### src/shared/vmon_pkg.sv
// Constants, register map and field layout of the voltage monitor register bank
package vmon_pkg;
    localparam int NUM_CH = 11;
    // Word indexes; byte address is four times the index
    localparam logic [3:0] IDX_EVT_LO   = 4'h0;
    localparam logic [3:0] IDX_EVT_HI   = 4'h1;
    localparam logic [3:0] IDX_SMI_LO   = 4'h2;
    localparam logic [3:0] IDX_SMI_HI   = 4'h3;
    localparam logic [3:0] IDX_IRQ_LO   = 4'h4;
    localparam logic [3:0] IDX_IRQ_HI   = 4'h5;
    localparam logic [3:0] IDX_SUPPLY   = 4'h6;
    localparam logic [3:0] IDX_RATE     = 4'h7;
    localparam logic [3:0] IDX_CONFIG   = 4'h8;
    localparam logic [3:0] IDX_BANK     = 4'h9;
    localparam logic [3:0] IDX_CH_CFG   = 4'ha;
    localparam logic [3:0] IDX_CH_READ  = 4'hb;
    localparam logic [3:0] IDX_CH_HIGH  = 4'hc;
    localparam logic [3:0] IDX_CH_LOW   = 4'hd;
    // Reset values
    localparam logic [7:0] RST_MASK     = 8'h00;
    localparam logic [1:0] RST_CPU_SEL  = 2'h0;
    localparam logic [7:0] RST_RATE     = 8'h00;
    localparam logic [7:0] RST_CONFIG   = 8'h00;
    localparam logic [3:0] RST_BANK     = 4'h0;
    localparam logic [7:0] RST_CH_CFG   = 8'h00;
    localparam logic [7:0] RST_HIGH     = 8'hff;
    localparam logic [7:0] RST_LOW      = 8'h00;
    localparam logic [7:0] RST_READING  = 8'h00;
    // Field layout
    localparam int SUPPLY_CODE_W = 5;
    localparam int CPU_SEL_LSB  = 6;
    localparam logic [7:0] RATE_MASK    = 8'h3f;
    localparam logic [7:0] HI_EVT_MASK  = 8'h07;
    localparam int CFG_CH_EN    = 0;
    localparam int CFG_ALARM_EN = 1;
    localparam int CFG_LOW_HIT  = 5;
    localparam int CFG_HIGH_HIT = 6;
    localparam logic [7:0] CH_CFG_RW    = 8'h03;
endpackage

### src/hw/input_sync.sv
// Three-stage pin synchroniser that accepts a change once two stages agree
`timescale 1ns/1ps
module input_sync #(
    parameter int W = 5
) (
    // Clock and reset
    input  wire logic         clock,
    input  wire logic         rst,
    // Pin side and clean side
    input  wire logic [W-1:0] din,
    output      logic [W-1:0] dout
);
    logic [W-1:0] s1_r;
    logic [W-1:0] s2_r;
    logic [W-1:0] s3_r;

    // Shift chain; first stage feeds only the second
    always_ff @(posedge clock or posedge rst) begin
        if (rst) begin
            s1_r <= '0;
            s2_r <= '0;
            s3_r <= '0;
        end else begin
            s1_r <= din;
            s2_r <= s1_r;
            s3_r <= s2_r;
        end
    end

    // Output moves only when the later stages agree
    always_ff @(posedge clock or posedge rst) begin
        if (rst) begin
            dout <= '0;
        end else if (s2_r == s3_r) begin
            dout <= s3_r;
        end
    end
endmodule

### src/hw/voltage_monitor_event_regs.sv
// Register bank of the voltage level monitor with event status and interrupt routing
`timescale 1ns/1ps
module voltage_monitor_event_regs
    import vmon_pkg::*;
(
    // Clock and reset
    input  wire logic              clock,
    input  wire logic              rst,
    // Wishbone classic slave
    input  wire logic              wb_cyc_i,
    input  wire logic              wb_stb_i,
    input  wire logic              wb_we_i,
    input  wire logic [5:0]        wb_adr_i,
    input  wire logic [3:0]        wb_sel_i,
    input  wire logic [31:0]       wb_dat_i,
    output      logic [31:0]       wb_dat_o,
    output      logic              wb_ack_o,
    // Converter results
    input  wire logic              sample_valid,
    input  wire logic [3:0]        sample_channel,
    input  wire logic [7:0]        sample_value,
    // Supply code pins
    input  wire logic [SUPPLY_CODE_W-1:0] supply_code_cpu0,
    input  wire logic [SUPPLY_CODE_W-1:0] supply_code_cpu1,
    // Interrupts and alarm
    output      logic              mgmt_irq,
    output      logic              host_irq,
    output      logic              alarm_out,
    // Settings for the converter
    output      logic [5:0]        conversion_rate_out,
    output      logic [7:0]        monitor_config_out,
    output      logic [NUM_CH-1:0] channel_enable_out
);
    logic              ack_r;
    logic [NUM_CH-1:0] event_r;
    logic [NUM_CH-1:0] event_nxt;
    logic [7:0]        smi_lo_r;
    logic [7:0]        smi_hi_r;
    logic [7:0]        irq_lo_r;
    logic [7:0]        irq_hi_r;
    logic [1:0]        cpu_sel_r;
    logic [7:0]        rate_r;
    logic [7:0]        config_r;
    logic [3:0]        bank_r;
    logic [7:0]        ch_cfg_r  [NUM_CH];
    logic [7:0]        reading_r [NUM_CH];
    logic [7:0]        high_r    [NUM_CH];
    logic [7:0]        low_r     [NUM_CH];
    logic [NUM_CH-1:0] hit_vec;
    logic [NUM_CH-1:0] alarm_en_vec;
    logic [NUM_CH-1:0] smi_vec;
    logic [NUM_CH-1:0] irq_vec;
    logic [SUPPLY_CODE_W-1:0] code0_s;
    logic [SUPPLY_CODE_W-1:0] code1_s;
    logic [7:0]        read_data;
    logic [NUM_CH-1:0] rd_clear;
    logic              bank_ok;
    logic              rd_take;
    logic [3:0]        idx;

    assign idx     = wb_adr_i[5:2];
    assign bank_ok = (bank_r < 4'(NUM_CH));
    assign rd_take = wb_cyc_i && wb_stb_i && !wb_we_i && !ack_r;

    // Write strobe at the ack edge with the low byte lane enabled
    function automatic logic wr_hit(input logic [3:0] target);
        wr_hit = wb_cyc_i && wb_stb_i && wb_we_i && ack_r && wb_sel_i[0] && (idx == target);
    endfunction

    // Read completion at the ack edge
    function automatic logic rd_done(input logic [3:0] target);
        rd_done = wb_cyc_i && wb_stb_i && !wb_we_i && ack_r && (idx == target);
    endfunction

    // Pin synchronisers for both supply code inputs
    input_sync #(.W(SUPPLY_CODE_W)) u_sync_code0 (
        .clock (clock),
        .rst   (rst),
        .din   (supply_code_cpu0),
        .dout  (code0_s)
    );
    input_sync #(.W(SUPPLY_CODE_W)) u_sync_code1 (
        .clock (clock),
        .rst   (rst),
        .din   (supply_code_cpu1),
        .dout  (code1_s)
    );

    // Per-channel flag vectors
    always_comb begin
        for (int i = 0; i < NUM_CH; i++) begin
            hit_vec[i]            = ch_cfg_r[i][CFG_HIGH_HIT] | ch_cfg_r[i][CFG_LOW_HIT];
            alarm_en_vec[i]       = ch_cfg_r[i][CFG_ALARM_EN];
            channel_enable_out[i] = ch_cfg_r[i][CFG_CH_EN];
        end
    end

    // Mask vectors laid out like the status vector
    assign smi_vec = {smi_hi_r[2:0], smi_lo_r};
    assign irq_vec = {irq_hi_r[2:0], irq_lo_r};

    // Wishbone ack, one cycle per request
    always_ff @(posedge clock or posedge rst) begin
        if (rst) begin
            ack_r <= 1'b0;
        end else begin
            ack_r <= wb_cyc_i && wb_stb_i && !ack_r;
        end
    end
    assign wb_ack_o = ack_r;

    // Read data mux
    // common register decode
    always_comb begin
        read_data = 8'h00;
        unique case (idx)
            IDX_EVT_LO:  read_data = event_r[7:0];
            IDX_EVT_HI:  read_data = {5'h00, event_r[NUM_CH-1:8]};
            IDX_SMI_LO:  read_data = smi_lo_r;
            IDX_SMI_HI:  read_data = smi_hi_r & HI_EVT_MASK;
            IDX_IRQ_LO:  read_data = irq_lo_r;
            IDX_IRQ_HI:  read_data = irq_hi_r & HI_EVT_MASK;
            IDX_SUPPLY:  read_data = {cpu_sel_r, 1'b0,
                                      (cpu_sel_r == 2'h0) ? code0_s :
                                      (cpu_sel_r == 2'h1) ? code1_s : 5'h00};
            IDX_RATE:    read_data = rate_r;
            IDX_CONFIG:  read_data = config_r;
            IDX_BANK:    read_data = {4'h0, bank_r};
            IDX_CH_CFG:  read_data = bank_ok ? ch_cfg_r[bank_r]  : 8'h00;
            IDX_CH_READ: read_data = bank_ok ? reading_r[bank_r] : 8'h00;
            IDX_CH_HIGH: read_data = bank_ok ? high_r[bank_r]    : 8'h00;
            IDX_CH_LOW:  read_data = bank_ok ? low_r[bank_r]     : 8'h00;
            default:     read_data = 8'h00;
        endcase
    end

    // Registered read data, captured as the ack is raised
    always_ff @(posedge clock or posedge rst) begin
        if (rst) begin
            wb_dat_o <= 32'h0000_0000;
        end else if (rd_take) begin
            wb_dat_o <= {24'h00_0000, read_data};
        end
    end

    // Read clears of the status registers
    always_comb begin
        rd_clear = '0;
        if (rd_done(IDX_EVT_LO)) begin
            rd_clear[7:0] = 8'hff;
        end
        if (rd_done(IDX_EVT_HI)) begin
            rd_clear[NUM_CH-1:8] = 3'h7;
        end
    end

    // Sticky event status; a hit flag wins over a read clear
    // limit flags set status
    assign event_nxt = (event_r & ~rd_clear) | hit_vec;
    always_ff @(posedge clock or posedge rst) begin
        if (rst) begin
            event_r <= '0;
        end else begin
            event_r <= event_nxt;
        end
    end

    // Management and host interrupt levels, alarm output
    // masked status onto management interrupt
    assign mgmt_irq  = |(event_r & smi_vec);
    assign host_irq  = |(event_r & irq_vec);
    assign alarm_out = |(hit_vec & alarm_en_vec);

    // Interrupt routing masks
    always_ff @(posedge clock or posedge rst) begin
        if (rst) begin
            smi_lo_r <= RST_MASK;
            smi_hi_r <= RST_MASK;
            irq_lo_r <= RST_MASK;
            irq_hi_r <= RST_MASK;
        end else begin
            if (wr_hit(IDX_SMI_LO)) begin
                smi_lo_r <= wb_dat_i[7:0];
            end
            if (wr_hit(IDX_SMI_HI)) begin
                smi_hi_r <= wb_dat_i[7:0] & HI_EVT_MASK;
            end
            if (wr_hit(IDX_IRQ_LO)) begin
                irq_lo_r <= wb_dat_i[7:0];
            end
            if (wr_hit(IDX_IRQ_HI)) begin
                irq_hi_r <= wb_dat_i[7:0] & HI_EVT_MASK;
            end
        end
    end

    // Common settings: supply code select, rate, config, bank
    always_ff @(posedge clock or posedge rst) begin
        if (rst) begin
            cpu_sel_r <= RST_CPU_SEL;
            rate_r    <= RST_RATE;
            config_r  <= RST_CONFIG;
            bank_r    <= RST_BANK;
        end else begin
            if (wr_hit(IDX_SUPPLY)) begin
                cpu_sel_r <= wb_dat_i[CPU_SEL_LSB +: 2];
            end
            if (wr_hit(IDX_RATE)) begin
                rate_r <= wb_dat_i[7:0] & RATE_MASK;
            end
            if (wr_hit(IDX_CONFIG)) begin
                config_r <= wb_dat_i[7:0];
            end
            if (wr_hit(IDX_BANK)) begin
                bank_r <= wb_dat_i[3:0];
            end
        end
    end
    assign conversion_rate_out = rate_r[5:0];
    assign monitor_config_out  = config_r;

    // Banked channel registers; new hits win over write-one-to-clear
    // per-channel register set
    always_ff @(posedge clock or posedge rst) begin
        if (rst) begin
            for (int i = 0; i < NUM_CH; i++) begin
                ch_cfg_r[i]  <= RST_CH_CFG;
                reading_r[i] <= RST_READING;
                high_r[i]    <= RST_HIGH;
                low_r[i]     <= RST_LOW;
            end
        end else begin
            for (int i = 0; i < NUM_CH; i++) begin
                if (bank_ok && bank_r == 4'(i) && wr_hit(IDX_CH_CFG)) begin
                    ch_cfg_r[i] <= (ch_cfg_r[i] & ~CH_CFG_RW & ~wb_dat_i[7:0])
                                   | (wb_dat_i[7:0] & CH_CFG_RW);
                end
                if (bank_ok && bank_r == 4'(i) && wr_hit(IDX_CH_HIGH)) begin
                    high_r[i] <= wb_dat_i[7:0];
                end
                if (bank_ok && bank_r == 4'(i) && wr_hit(IDX_CH_LOW)) begin
                    low_r[i] <= wb_dat_i[7:0];
                end
                if (sample_valid && sample_channel == 4'(i)) begin
                    reading_r[i] <= sample_value;
                    if (sample_value > high_r[i]) begin
                        ch_cfg_r[i][CFG_HIGH_HIT] <= 1'b1;
                    end
                    if (sample_value < low_r[i]) begin
                        ch_cfg_r[i][CFG_LOW_HIT] <= 1'b1;
                    end
                end
            end
        end
    end
endmodule

### config.mk
export PLATFORM = sky130hd
export DESIGN_NAME = voltage_monitor_event_regs
export DESIGN_NICKNAME = d
export VERILOG_FILES = /design/src/shared/vmon_pkg.sv /design/src/hw/input_sync.sv /design/src/hw/voltage_monitor_event_regs.sv
export SDC_FILE = /design/constraint.sdc
export NUM_CORES = 1
export LEC_CHECK = 0
export BUFFER_PORTS_ARGS = -buffer_cell sky130_fd_sc_hd__buf_2
export CORE_ASPECT_RATIO = 0.6
export CORE_MARGIN = 5
export CORE_UTILIZATION = 62
export CTS_CLUSTER_SIZE = 8
export DETAILED_ROUTE_END_ITERATION = 12
export PLACE_DENSITY = 0.81
export SLEW_MARGIN = 0
export SYNTH_ARGS = -nofsm -noshare
export SYNTH_HDL_FRONTEND = slang
export SYNTH_SLANG_ARGS = --single-unit
### constraint.sdc
create_clock -name clock -period 18.4 [get_ports clock]
set_clock_uncertainty 0.2 [all_clocks]
set_input_delay 1.84 -clock clock [delete_from_list [all_inputs] [get_ports clock]]
set_output_delay 1.84 -clock clock [all_outputs]
set_load 0.05 [all_outputs]
==> results of run 1 <==
cell usage in the layout, fill, tap and decap left out, drive strengths merged, types with 17 or more instances in the layout:
master  netlist  layout
nor2         71      71
dfrtp       366     366
buf         114     102
dfstp        88      88
o21ai       218     218
nor3         46      46
ha          165     165
nand3        39      39
mux2i        50      50
a22oi        28      28
conb          1      24
a21oi        67      67
nor2b        17      17
a21o         28      28
a21boi       55      55
mux4         57      57
clkbuf       55      94
inv         168     170
mux2        186     186
nand2       233     233
sequential cells by signal (all words and copies together), names as in the netlist, 11 cells and up:
signal	count
channel_enable_out	11
event_r	11
reading_r	88
high_r	88
ch_cfg_r	66
alarm_en_vec	11
low_r	88
cell families (layout without fill, tap and decap cells):
logic type / after synthesis / after routing / share of synthesized area, %
buffers and inverters: 337 / 370 / 6.44
other: 1 / 26 / 0.0150
flip-flops: 454 / 454 / 45.8
XOR/XNOR: 10 / 10 / 0.349
AND/OR/NAND/NOR: 476 / 476 / 9.82
AO/OA/AOI/OAI: 540 / 540 / 13.9
adder cells (fa/ha/maj): 165 / 165 / 8.24
multiplexers: 293 / 293 / 15.5
metrics by stage:
| stage | cells | hold slack [ns] | setup WS (ns) |
|---|---|---|---|
| 6_report | 2865 | 0.148 | 13.10 |
| 5_1_grt | 2864 | 0.156 | 12.43 |
| 4_1_cts | 2863 | 0.146 | 12.90 |
| 3_5_place_dp | 2763 | 0.137 | 12.29 |
| 3_3_place_gp | 2763 | 0.132 | 12.40 |
| 2_1_floorplan | 2299 | 0.131 | 3.85 |
cell type report:
class	instances	area, um2	share of cell area [%]
multi-input combinational	1508	12100	44.1
sequential	454	11500	42.0
clock buffer	94	1790	6.54
tap	531	664	2.43
inverter	168	638	2.33
timing repair buffer	102	573	2.10
clock inverter	6	121	0.444
antenna	2	5.00	0.0183
how the worst max path moves through the flow:
stage / startpoint / to / slack, ns / depth (start not counted)
3_3_place_gp: rst / channel_enable_out[1] / 12.40 / 6
6_report: rst / ch_cfg_r[74] / 13.10 / 6
5_1_grt: rst / reading_r[4] / 12.43 / 6
4_1_cts: rst / low_r[10] / 12.90 / 6
2_1_floorplan: rst / alarm_en_vec[0] / 3.85 / 1
3_5_place_dp: rst / ch_cfg_r[74] / 12.29 / 6
where the power goes:
| part | total [mW] | internal [mW] | switching, mW |
|---|---|---|---|
| Sequential | 1.12 | 1.07 | 0.0516 |
| Clock | 1.14 | 0.675 | 0.469 |
| Combinational | 0.274 | 0.101 | 0.173 |
| Total | 2.54 | 1.85 | 0.693 |
layer usage:
layer  vias up  wire (um)
li1       8143          -
met4         0       3310
met5         -          0
met2      1367      33000
met1      9710      32200
met3       254      12900
==> results by group, run 1 <==
Global routing
  • Vias in the first global route: 19751
  • First-pass GRT wire length: 123000 um
  • Total congestion overflow: 0
  • Met2 Usage GRT: 48.4%
  • Largest net degree at the start of global routing: 130
  • GR Util met3: 16.8%
  • Met1 usage: 50.8%
  • Initial antenna violation count: 1
  • Global-route usage over all layers: 36.0%
  • Grt peak-use layer: met1

Place
  • # port buffers: 77
  • Dpl cell area: 0.0254 mm2
  • Global placement routability congestion: 1.01
  • HPWL after DPL: 54000 um

Worst setup path
  • Startpoint type of the worst setup path: primary input
  • CP top delay family: buffers and inverters
  • FF-to-FF Start: bank_r[2]
  • Critical Path, Cell by Cell: buf_2 -> inv_8 -> buf_4 -> buf_4 -> buf_4 -> buf_4
  • Worst Path Max Fanout: 129
  • R2R Path End: wb_dat_o[2]
  • Critical path class: primary input to asynchronous set/reset pin
  • Worst setup EP type: asynchronous set/reset pin
  • Worst path max stage delay: 0.85 ns
  • Crit-path most repeated cell: buf_4
  • Data arrival, critical path: 5.74 ns
  • R2R setup slack: 14.68 ns
  • Req. time, crit path: 18.84 ns
  • Slowest CP cell: buf_4
  • Reg2Reg Depth: 7
  • CP bufs+invs: 6

Die
  • Die width: 270 um
  • Die area: 0.0447 mm2
  • Core Box Area: 0.0402 mm2
  • Initial Utilization: 62.3%
  • Row count: 57
  • I/O pin total: 131
  • Chip height: 166 um

Logic synthesis
  • Synth warn: 0
  • Post-Synthesis Cells: 2276
  • Count leader, synth: dfrtp_1
  • #FFs+latches synth: 454
  • Top-area cell type share of the netlist area: 36.5%
  • Post-Syn Area: 0.0251 mm2
  • Post-synth cell types: 79
  • Post-synth top cells: 366 x dfrtp_1, 232 x nand2_1, 213 x o21ai_0
  • Area contributors post-synth: dfrtp_1 37%, dfstp_2 9.2%, ha_1 8.2%
  • Yosys top cell by area: dfrtp_1
  • EDFF count, synth: 0
  • Register area share after synthesis: 45.8%
  • Syn_area_per_cell: 11.0 um2
  • Most used DFF post-synth: dfrtp_1
  • Fraction of registers with async set/reset: 100%

STA
  • Slew Viols, Final: 0
  • RSZ-0062 raised after global routing: no
  • Post-layout min period: 5.30 ns
  • Final period util: 28.8%
  • Least-Margin Pin Slew: 1.24 ns
  • Max Clk Rate: 189 MHz
  • Max transition margin: 17.0%
  • Setup violators final: 0
  • Fin Setup TNS: 0 ns
  • Final Hold Vio Count: 0

Clock tree
  • CTS tree: built
  • CTS buffer count: 66
  • CTS Hold Bufs: 0
  • Worst-Skew Late Latency: 0.61 ns
  • CTS clk-pin slew, worst paths: 0.05 ns
  • Clock Sinks: 454
  • Htree depth: 3
  • Clk buf depth: 3
  • Clock root buffer: clkbuf_16
  • PostCTS Resize Cnt: 0
  • Post-CTS setup repair buffer count: 0

Final layout
  • Syn-to-layout area delta: 9.06%
  • Layout fillers: 2832
  • Fraction of layout cells with a size suffix above 1: 23.5%
  • Layout net count: 2535
  • Post-route cell area: 0.0273 mm2
  • Final core occ: 68.0%

Detailed routing
  • DR DRC count: 0
  • Initial DRC Count: 2631
  • Final WL: 81400 um
  • DR pass1 iterations: 6
  • Via total after detailed routing: 19474
  • Number of nets with antenna violations after routing: 0
  • Wire length per cell: 28.4 um
  • Vias per cell: 6.80

Flow run
  • Max-cap violations: 0

Hold path
  • HP Class: register to register
  • Hold path cells: 0
  • Min-delay src: u_sync_code0.s1_r[3]
  • Worst Hold Path EP: u_sync_code0.s2_r[3]

Power
  • Worst vdd ir: 0.000106 V
  • Post-layout power: 2.54 mW
  • PwrDens: 92.9 mW/mm2
  • Leak: 13.2 nW

Outcome
  • Status: finished, final reports clean
No activity file was read; power rests on OpenSTA's default activity.
==> run 2, diff against run 1 <==
==> constraint.sdc (replaced) <==
create_clock -name clock -period 5 [get_ports clock]
set_clock_uncertainty 0.2 [all_clocks]
set_input_delay 0.5 -clock clock [delete_from_list [all_inputs] [get_ports clock]]
set_output_delay 0.5 -clock clock [all_outputs]
set_load 0.05 [all_outputs]
==> run 2 against run 1 <==
Register-to-register slack got worse by 13 ns. Setup slack worse by 12 ns. Highest routed layer is now met5. Via count grew 2.5%.
==> results by group, run 2 (synthesis results as in run 1) <==
Outcome
  • Status: finished, final reports clean

Detailed routing
  • Initial DRC Count: 2744 (+4.3%)
  • DR pass1 iterations: 7 (+1)
  • Wire length per cell: 29.3 um (+3.0%)
  • Via total after detailed routing: 19963 (+2.5%)
  • Vias per cell: 6.92 (+1.8%)
  • DR DRC count: 0 (unchanged)
  • Number of nets with antenna violations after routing: 0 (unchanged)
  • Final WL: 84500 um (+3.7%)

Power
  • Worst vdd ir: 0.000324 V (+210%)
  • P_sw: 2.54 mW (+270%)
  • Leak: 13.3 nW (+0.76%)
  • Seq pwr share: 44.3% (about the same)
  • Post-layout power: 9.32 mW (+270%)
  • Logic pwr share: 11.0% (+0.2 points)
  • Share of power burned in the clock network: 44.6% (-0.5 points)
  • Sw frac: 27.3% (-0.045 points)
  • Internal: 6.78 mW (+270%)
  • PwrDens: 339 mW/mm2 (+260%)

STA
  • Fin Setup TNS: 0 ns (unchanged)
  • Max Clk Rate: 291 MHz
  • Least-Margin Pin Slew: 1.31 ns (+0.0691 ns)
  • Setup violators final: 0 (unchanged)
  • Final period util: 68.8%
  • RSZ-0062 raised after global routing: no
  • Post-layout min period: 3.44 ns
  • Slew Viols, Final: 0 (unchanged)
  • Max transition margin: 12.4% (-4.6 points)
  • Final Hold Vio Count: 0 (unchanged)

Final layout
  • Fraction of layout cells with a size suffix above 1: 23.8% (+0.22 points)
  • Final core occ: 68.4% (+0.48 points)
  • Area of the multi-input gates: 0.0121 mm2 (unchanged)
  • Syn-to-layout area delta: 9.83%
  • Layout net count: 2559 (+0.95%)
  • Top flop regs: high_r: 88 flops, low_r: 88 flops, reading_r: 88 flops
  • Commonest cells after routing, fill and taps aside: 363 x dfrtp_1, 232 x nand2_1, 213 x o21ai_0
  • Layout fillers: 2855 (+0.81%)
  • Most common cell after layout, fill and taps aside: dfrtp_1
  • Post-route cell area: 0.0275 mm2 (+0.71%)
  • Register Area: 0.0115 mm2 (unchanged)

Global routing
  • Total congestion overflow: 0 (unchanged)
  • Largest net degree at the start of global routing: 155 (+19%)
  • Vias in the first global route: 20053 (+1.5%)
  • Global-route usage over all layers: 37.2% (+1.2 points)
  • First-pass GRT wire length: 126000 um (+2.7%)
  • Initial antenna violation count: 3 (+2)

Flow run
  • Max-cap violations: 0 (unchanged)

Worst setup path
  • Worst Path Max Fanout: 15 (-88%)
  • Critical Path, Cell by Cell: dlygate4sd3_1 -> buf_2 -> and3_1 -> and3_1 -> nand2_1 -> nor3_2 -> mux2_2
  • Startpoint type of the worst setup path: primary input
  • Worst path max stage delay: 0.87 ns (+0.02 ns)
  • Critical path class: primary input to register
  • Slowest CP cell: nor3_2
  • Req. time, crit path: 5.31 ns (-13.53 ns)
  • Crit-path most repeated cell: and3_1
  • R2R setup slack: 1.58 ns (-13.10 ns)
  • Worst setup EP type: register
  • Data arrival, critical path: 3.75 ns (-1.99 ns)

Clock tree
  • CTS clk-pin slew, worst paths: 0.05 ns (about the same)
  • Clk buf depth: 3 (unchanged)
  • CTS buffer count: 66 (unchanged)
  • CTS tree: built
  • Post-CTS setup repair buffer count: 0 (unchanged)
  • Worst-Skew Late Latency: 0.60 ns (about the same)
  • Clock root buffer: clkbuf_16
  • Htree depth: 3 (unchanged)
  • Clock Sinks: 454 (unchanged)

Place
  • Dpl cell area: 0.0255 mm2 (+0.51%)
  • HPWL after DPL: 56700 um (+5.0%)
  • # port buffers: 77 (unchanged)
  • Global placement routability congestion: 0.989 (-1.6%)

Die
  • Die width: 270 um (unchanged)
  • Chip height: 166 um (unchanged)
  • Row count: 57 (unchanged)
  • Initial Utilization: 62.3% (unchanged)
  • Core Box Area: 0.0402 mm2 (unchanged)
  • Die area: 0.0447 mm2 (unchanged)
  • I/O pin total: 131 (unchanged)

Hold path
  • HP Class: primary input to register
run 2: layer usage:
metal,track usage (%),wire length (um),vias to the layer above
li1,-,-,8202
met1,52.7,33300,9969
met2,51.6,34700,1498
met3,16.0,13200,288
met4,13.0,3260,6
met5,0,42,-
run 2: area by class of cell:
type | count | area share (%)
multi-input cells | 1508 | 43.8
repair buffers | 126 | 3.04
flip-flops and latches | 454 | 41.7
clock buffers | 91 | 6.45
inverters | 168 | 2.30
clock inverters | 5 | 0.255
well taps | 531 | 2.41
diodes | 1 | 0.00909
run 2: path summary, 6_finish.rpt:
| path | startpoint | to | cells after the start |
|---|---|---|---|
| max in group asynchronous | rst | bank_r[0] | 4 |
| worst min-delay path | wb_dat_i[6] | high_r[70] | 3 |
| min in group asynchronous | rst | reading_r[35] | 3 |
| worst min register to register | u_sync_code0.s1_r[0] | u_sync_code0.s2_r[0] | 0 |
| worst max register to register | bank_r[1] | wb_dat_o[6] | 6 |
| worst max-delay path | wb_stb_i | high_r[56] | 7 |
run 2: repair_timing:
action / in CTS / in global routing
endpoints found under the hold margin: 13 / 0
hold buffers: 13 / 0
resized for setup: 0 / 0
setup endpoints to repair: 0 / 0
run 2: through the flow:
step | hold slack (ns) | setup WS, ns | std cells
2_1_floorplan | 0.131 | -1.77 | 2299
6_report | 0.136 | 1.56 | 2884
3_5_place_dp | 0.137 | 1.40 | 2774
5_1_grt | 0.135 | 1.45 | 2883
4_1_cts | 0.117 | 1.67 | 2883
3_3_place_gp | 0.133 | 1.43 | 2774
run 2: power by group through the flow:
stage                     combinational, mW  sequential (mW)  clock, mW
after floorplan                       0.673             4.12          0
after global placement                0.943             4.14          0
after detailed placement              0.978             4.17          0
after CTS                             0.999             4.12       4.14
after global routing                   1.09             4.15       4.34
final                                  1.03             4.13       4.16
run 2: critical path, delay by kind of cell:
kind,cells,cell delay [ns]
buffers and inverters,2,0.62
AND/OR/NAND/NOR,4,2.20
multiplexers,1,0.41
==> run 3, diff against run 2 <==
--- a/config.mk
+++ b/config.mk
@@ -5,6 +5,7 @@
 export SDC_FILE = /design/constraint.sdc
 export NUM_CORES = 1
 export LEC_CHECK = 0
+export ABC_AREA = 1
 export BUFFER_PORTS_ARGS = -buffer_cell sky130_fd_sc_hd__buf_2
 export CORE_ASPECT_RATIO = 0.6
 export CORE_MARGIN = 5
==> constraint.sdc (replaced) <==
create_clock -name clock -period 3.55 [get_ports clock]
set_clock_uncertainty 0.2 [all_clocks]
set_input_delay 0.355 -clock clock [delete_from_list [all_inputs] [get_ports clock]]
set_output_delay 0.355 -clock clock [all_outputs]
set_load 0.05 [all_outputs]
==> run 3 against run 2 <==
Sequential share of layout area down 0.60 points. Cell count is 35% higher. Power rose by 42%. Clock-buffer cell count rose by 8. Utilization increased by 1.0 points. Highest routed layer unchanged.
==> results by group, run 3 <==
Outcome
  • Status: finished, final reports clean

Power
  • Logic pwr share: 11.4% (+0.4 points)
  • Leak: 13.2 nW (-0.72%)
  • P_sw: 3.70 mW (+46%)
  • Worst vdd ir: 0.000359 V (+11%)
  • Seq pwr share: 44.3% (about the same)
  • PwrDens: 473 mW/mm2 (+40%)
  • Share of power burned in the clock network: 44.2% (-0.4 points)
  • Internal: 9.51 mW (+40%)
  • Sw frac: 28.0% (+0.77 points)

Logic synthesis
  • Post-Synthesis Cells: 3254 (+43%)
  • Count leader, synth: nand2_1
  • Post-synth top cells: 1306 x nand2_1, 401 x o21ai_0, 366 x dfrtp_1
  • Post-Syn Area: 0.0251 mm2 (+0.17%)
  • Most used DFF post-synth: dfrtp_1
  • Top-area cell type share of the netlist area: 36.5% (-0.064 points)
  • Post-synth cell types: 43 (-46%)
  • Syn_area_per_cell: 7.72 um2 (-30%)
  • EDFF count, synth: 0 (unchanged)
  • Yosys top cell by area: dfrtp_1
  • Register area share after synthesis: 45.7% (-0.080 points)
  • Area contributors post-synth: dfrtp_1 36%, nand2_1 20%, dfstp_2 9.2%
  • Fraction of registers with async set/reset: 100% (unchanged)
  • #FFs+latches synth: 454 (unchanged)
  • Synth warn: 0 (unchanged)

Die
  • Core Box Area: 0.0402 mm2 (unchanged)
  • Chip height: 166 um (about the same)
  • Row count: 57 (unchanged)
  • Initial Utilization: 62.4% (+0.11 points)
  • Die width: 270 um (about the same)
  • Die area: 0.0448 mm2 (+0.16%)
  • I/O pin total: 131 (unchanged)

Worst setup path
  • Req. time, crit path: 2.99 ns (-2.32 ns)
  • Worst setup EP type: output pin
  • Startpoint type of the worst setup path: register
  • Crit-path most repeated cell: nand4_1
  • Slowest CP cell: nor3_1
  • CP bufs+invs: 1 (-1)
  • Critical path class: register to output pin
  • Worst path max stage delay: 0.65 ns (-0.22 ns)
  • CP top delay family: simple AND/OR/NAND/NOR gates
  • Worst Path Max Fanout: 4 (-11)
  • Critical Path, Cell by Cell: o21ai_0 -> nand4_1 -> nor3_1 -> nand4_1 -> buf_2
  • Data arrival, critical path: 2.78 ns (-0.97 ns)

Clock tree
  • CTS clk-pin slew, worst paths: 0.05 ns (about the same)
  • Htree depth: 3 (unchanged)
  • Post-CTS setup repair buffer count: 0 (unchanged)
  • Worst-Skew Late Latency: 0.59 ns (about the same)
  • Clk buf depth: 3 (unchanged)
  • Clock Sinks: 454 (unchanged)
  • CTS buffer count: 66 (unchanged)
  • CTS tree: built
  • Clock root buffer: clkbuf_16
  • PostCTS Resize Cnt: 0 (unchanged)

STA
  • Final hold slack: 0.0528 ns (-0.0834 ns)
  • Max transition margin: 27.9% (+16 points)
  • RSZ-0062 raised after global routing: no
  • Final Hold Vio Count: 0 (unchanged)
  • Final period util: 94.0%
  • Max Clk Rate: 300 MHz
  • Post-layout min period: 3.34 ns
  • Setup violators final: 0 (unchanged)
  • Final Worst Setup Slack: 0.214 ns (-1.35 ns)
  • Slew Viols, Final: 0 (unchanged)
  • Least-Margin Pin Slew: 1.07 ns (-0.239 ns)

Final layout
  • Commonest cells after routing, fill and taps aside: 1306 x nand2_1, 401 x o21ai_0, 364 x dfrtp_1
  • Final core occ: 69.4% (+1.0 points)
  • Fraction of layout cells with a size suffix above 1: 9.63% (-14 points)
  • Layout net count: 3552 (+39%)
  • Syn-to-layout area delta: 11.2%
  • Top flop regs: high_r: 88 flops, low_r: 88 flops, reading_r: 88 flops
  • Post-Layout Cell Count: 3885 (+35%)
  • Most common cell after layout, fill and taps aside: nand2_1

Flow run
  • Max-cap violations: 0 (unchanged)

Global routing
  • Largest net degree at the start of global routing: 106 (-32%)
  • Initial antenna violation count: 2 (-1)
  • Global-route usage over all layers: 36.9% (-0.32 points)
  • Vias in the first global route: 22607 (+13%)
  • First-pass GRT wire length: 130000 um (+3.0%)
  • Total congestion overflow: 0 (unchanged)

Detailed routing
  • Vias per cell: 6.07 (-12%)
  • Final WL: 83700 um (-0.91%)
  • Initial DRC Count: 3236 (+18%)
  • DR DRC count: 0 (unchanged)
  • Wire length per cell: 21.5 um (-26%)
  • DR pass1 iterations: 6 (-1)
  • Number of nets with antenna violations after routing: 0 (unchanged)
  • Via total after detailed routing: 23565 (+18%)

Place
  • Dpl ws: 0.747 ns (-0.650 ns)
  • HPWL after DPL: 57400 um (+1.2%)
  • # port buffers: 77 (unchanged)
  • Global placement routability congestion: 1.01 (+2.5%)
  • Placed cells: 3763 (+36%)

Hold path
  • HP Class: primary input to register
==> run 3: power groups by stage <==
stage / combinational (mW) / sequential [mW] / clock (mW)
2_1_floorplan: 0.955 / 5.84 / 0
6_report: 1.51 / 5.86 / 5.84
3_3_place_gp: 1.39 / 5.89 / 0
4_1_cts: 1.48 / 5.84 / 5.86
3_5_place_dp: 1.46 / 5.91 / 0
5_1_grt: 1.68 / 5.89 / 6.12
==> run 3: cell families after synthesis <==
logic type	share of synthesized area, %
AND/OR/NAND/NOR	24.4
XOR/XNOR	0.314
buffers and inverters	7.62
adder cells (fa/ha/maj)	8.22
flip-flops	45.7
AO/OA/AOI/OAI	13.5
multiplexers	0.179
other	0.0149
==> run 3: cell type report <==
cell class              instances  area [um2]
fillers                      3229       12300
multi-input cells            2385       11800
flip-flops and latches        454       11500
clock buffers                  99        1810
repair buffers                149        1110
inverters                     261         988
well taps                     531         664
clock inverters                 5        70.1
diodes                          1        2.50
==> run 3: metal layers <==
metal / global-route usage [%] / wire length [um] / share of wire, %
met1: 54.5 / 34700 / 41
met2: 51.8 / 34300 / 41
met3: 12.3 / 12100 / 14
met4: 11.2 / 2640 / 3.1
met5: 0 / 13 / 0.016
==> run 3: worst register-to-register path: stages (launching register included) <==
cell     delay (ns)
dfrtp_4        0.67
inv_4          0.22
nor2_4         0.27
inv_1          0.18
nor2_1         0.47
nand2_1        0.48
o21ai_0        0.36
==> run 3: final timing paths <==
| kind | startpoint | endpoint | slack, ns | depth (start not counted) |
|---|---|---|---|---|
| min | sample_channel[1] | ch_cfg_r[30] | 0.05 | 5 |
| min reg2reg | u_sync_code0.s1_r[3] | u_sync_code0.s2_r[3] | 0.15 | 0 |
| max reg2reg | bank_r[1] | high_r[71] | 0.59 | 6 |
| min in group asynchronous | rst | low_r[7] | 0.27 | 3 |
| max in group asynchronous | rst | alarm_en_vec[6] | 1.84 | 4 |
| max | ch_cfg_r[54] | alarm_out | 0.21 | 5 |
==> run 3: what timing repair did <==
| action | CTS | global route |
|---|---|---|
| hold endpoints to repair | 31 | 0 |
| hold buffers | 17 | 0 |
| setup endpoints to repair | 0 | 0 |
==> run 3: metrics by stage <==
stage                     total power, mW   TNS, ns  area [um2]
after global routing                 13.7         0       27900
after global placement               7.28         0       25900
after detailed placement             7.37         0       25900
final                                13.2         0       27900
after CTS                            13.2         0       27900
after floorplan                      6.80  -1247.61       25200
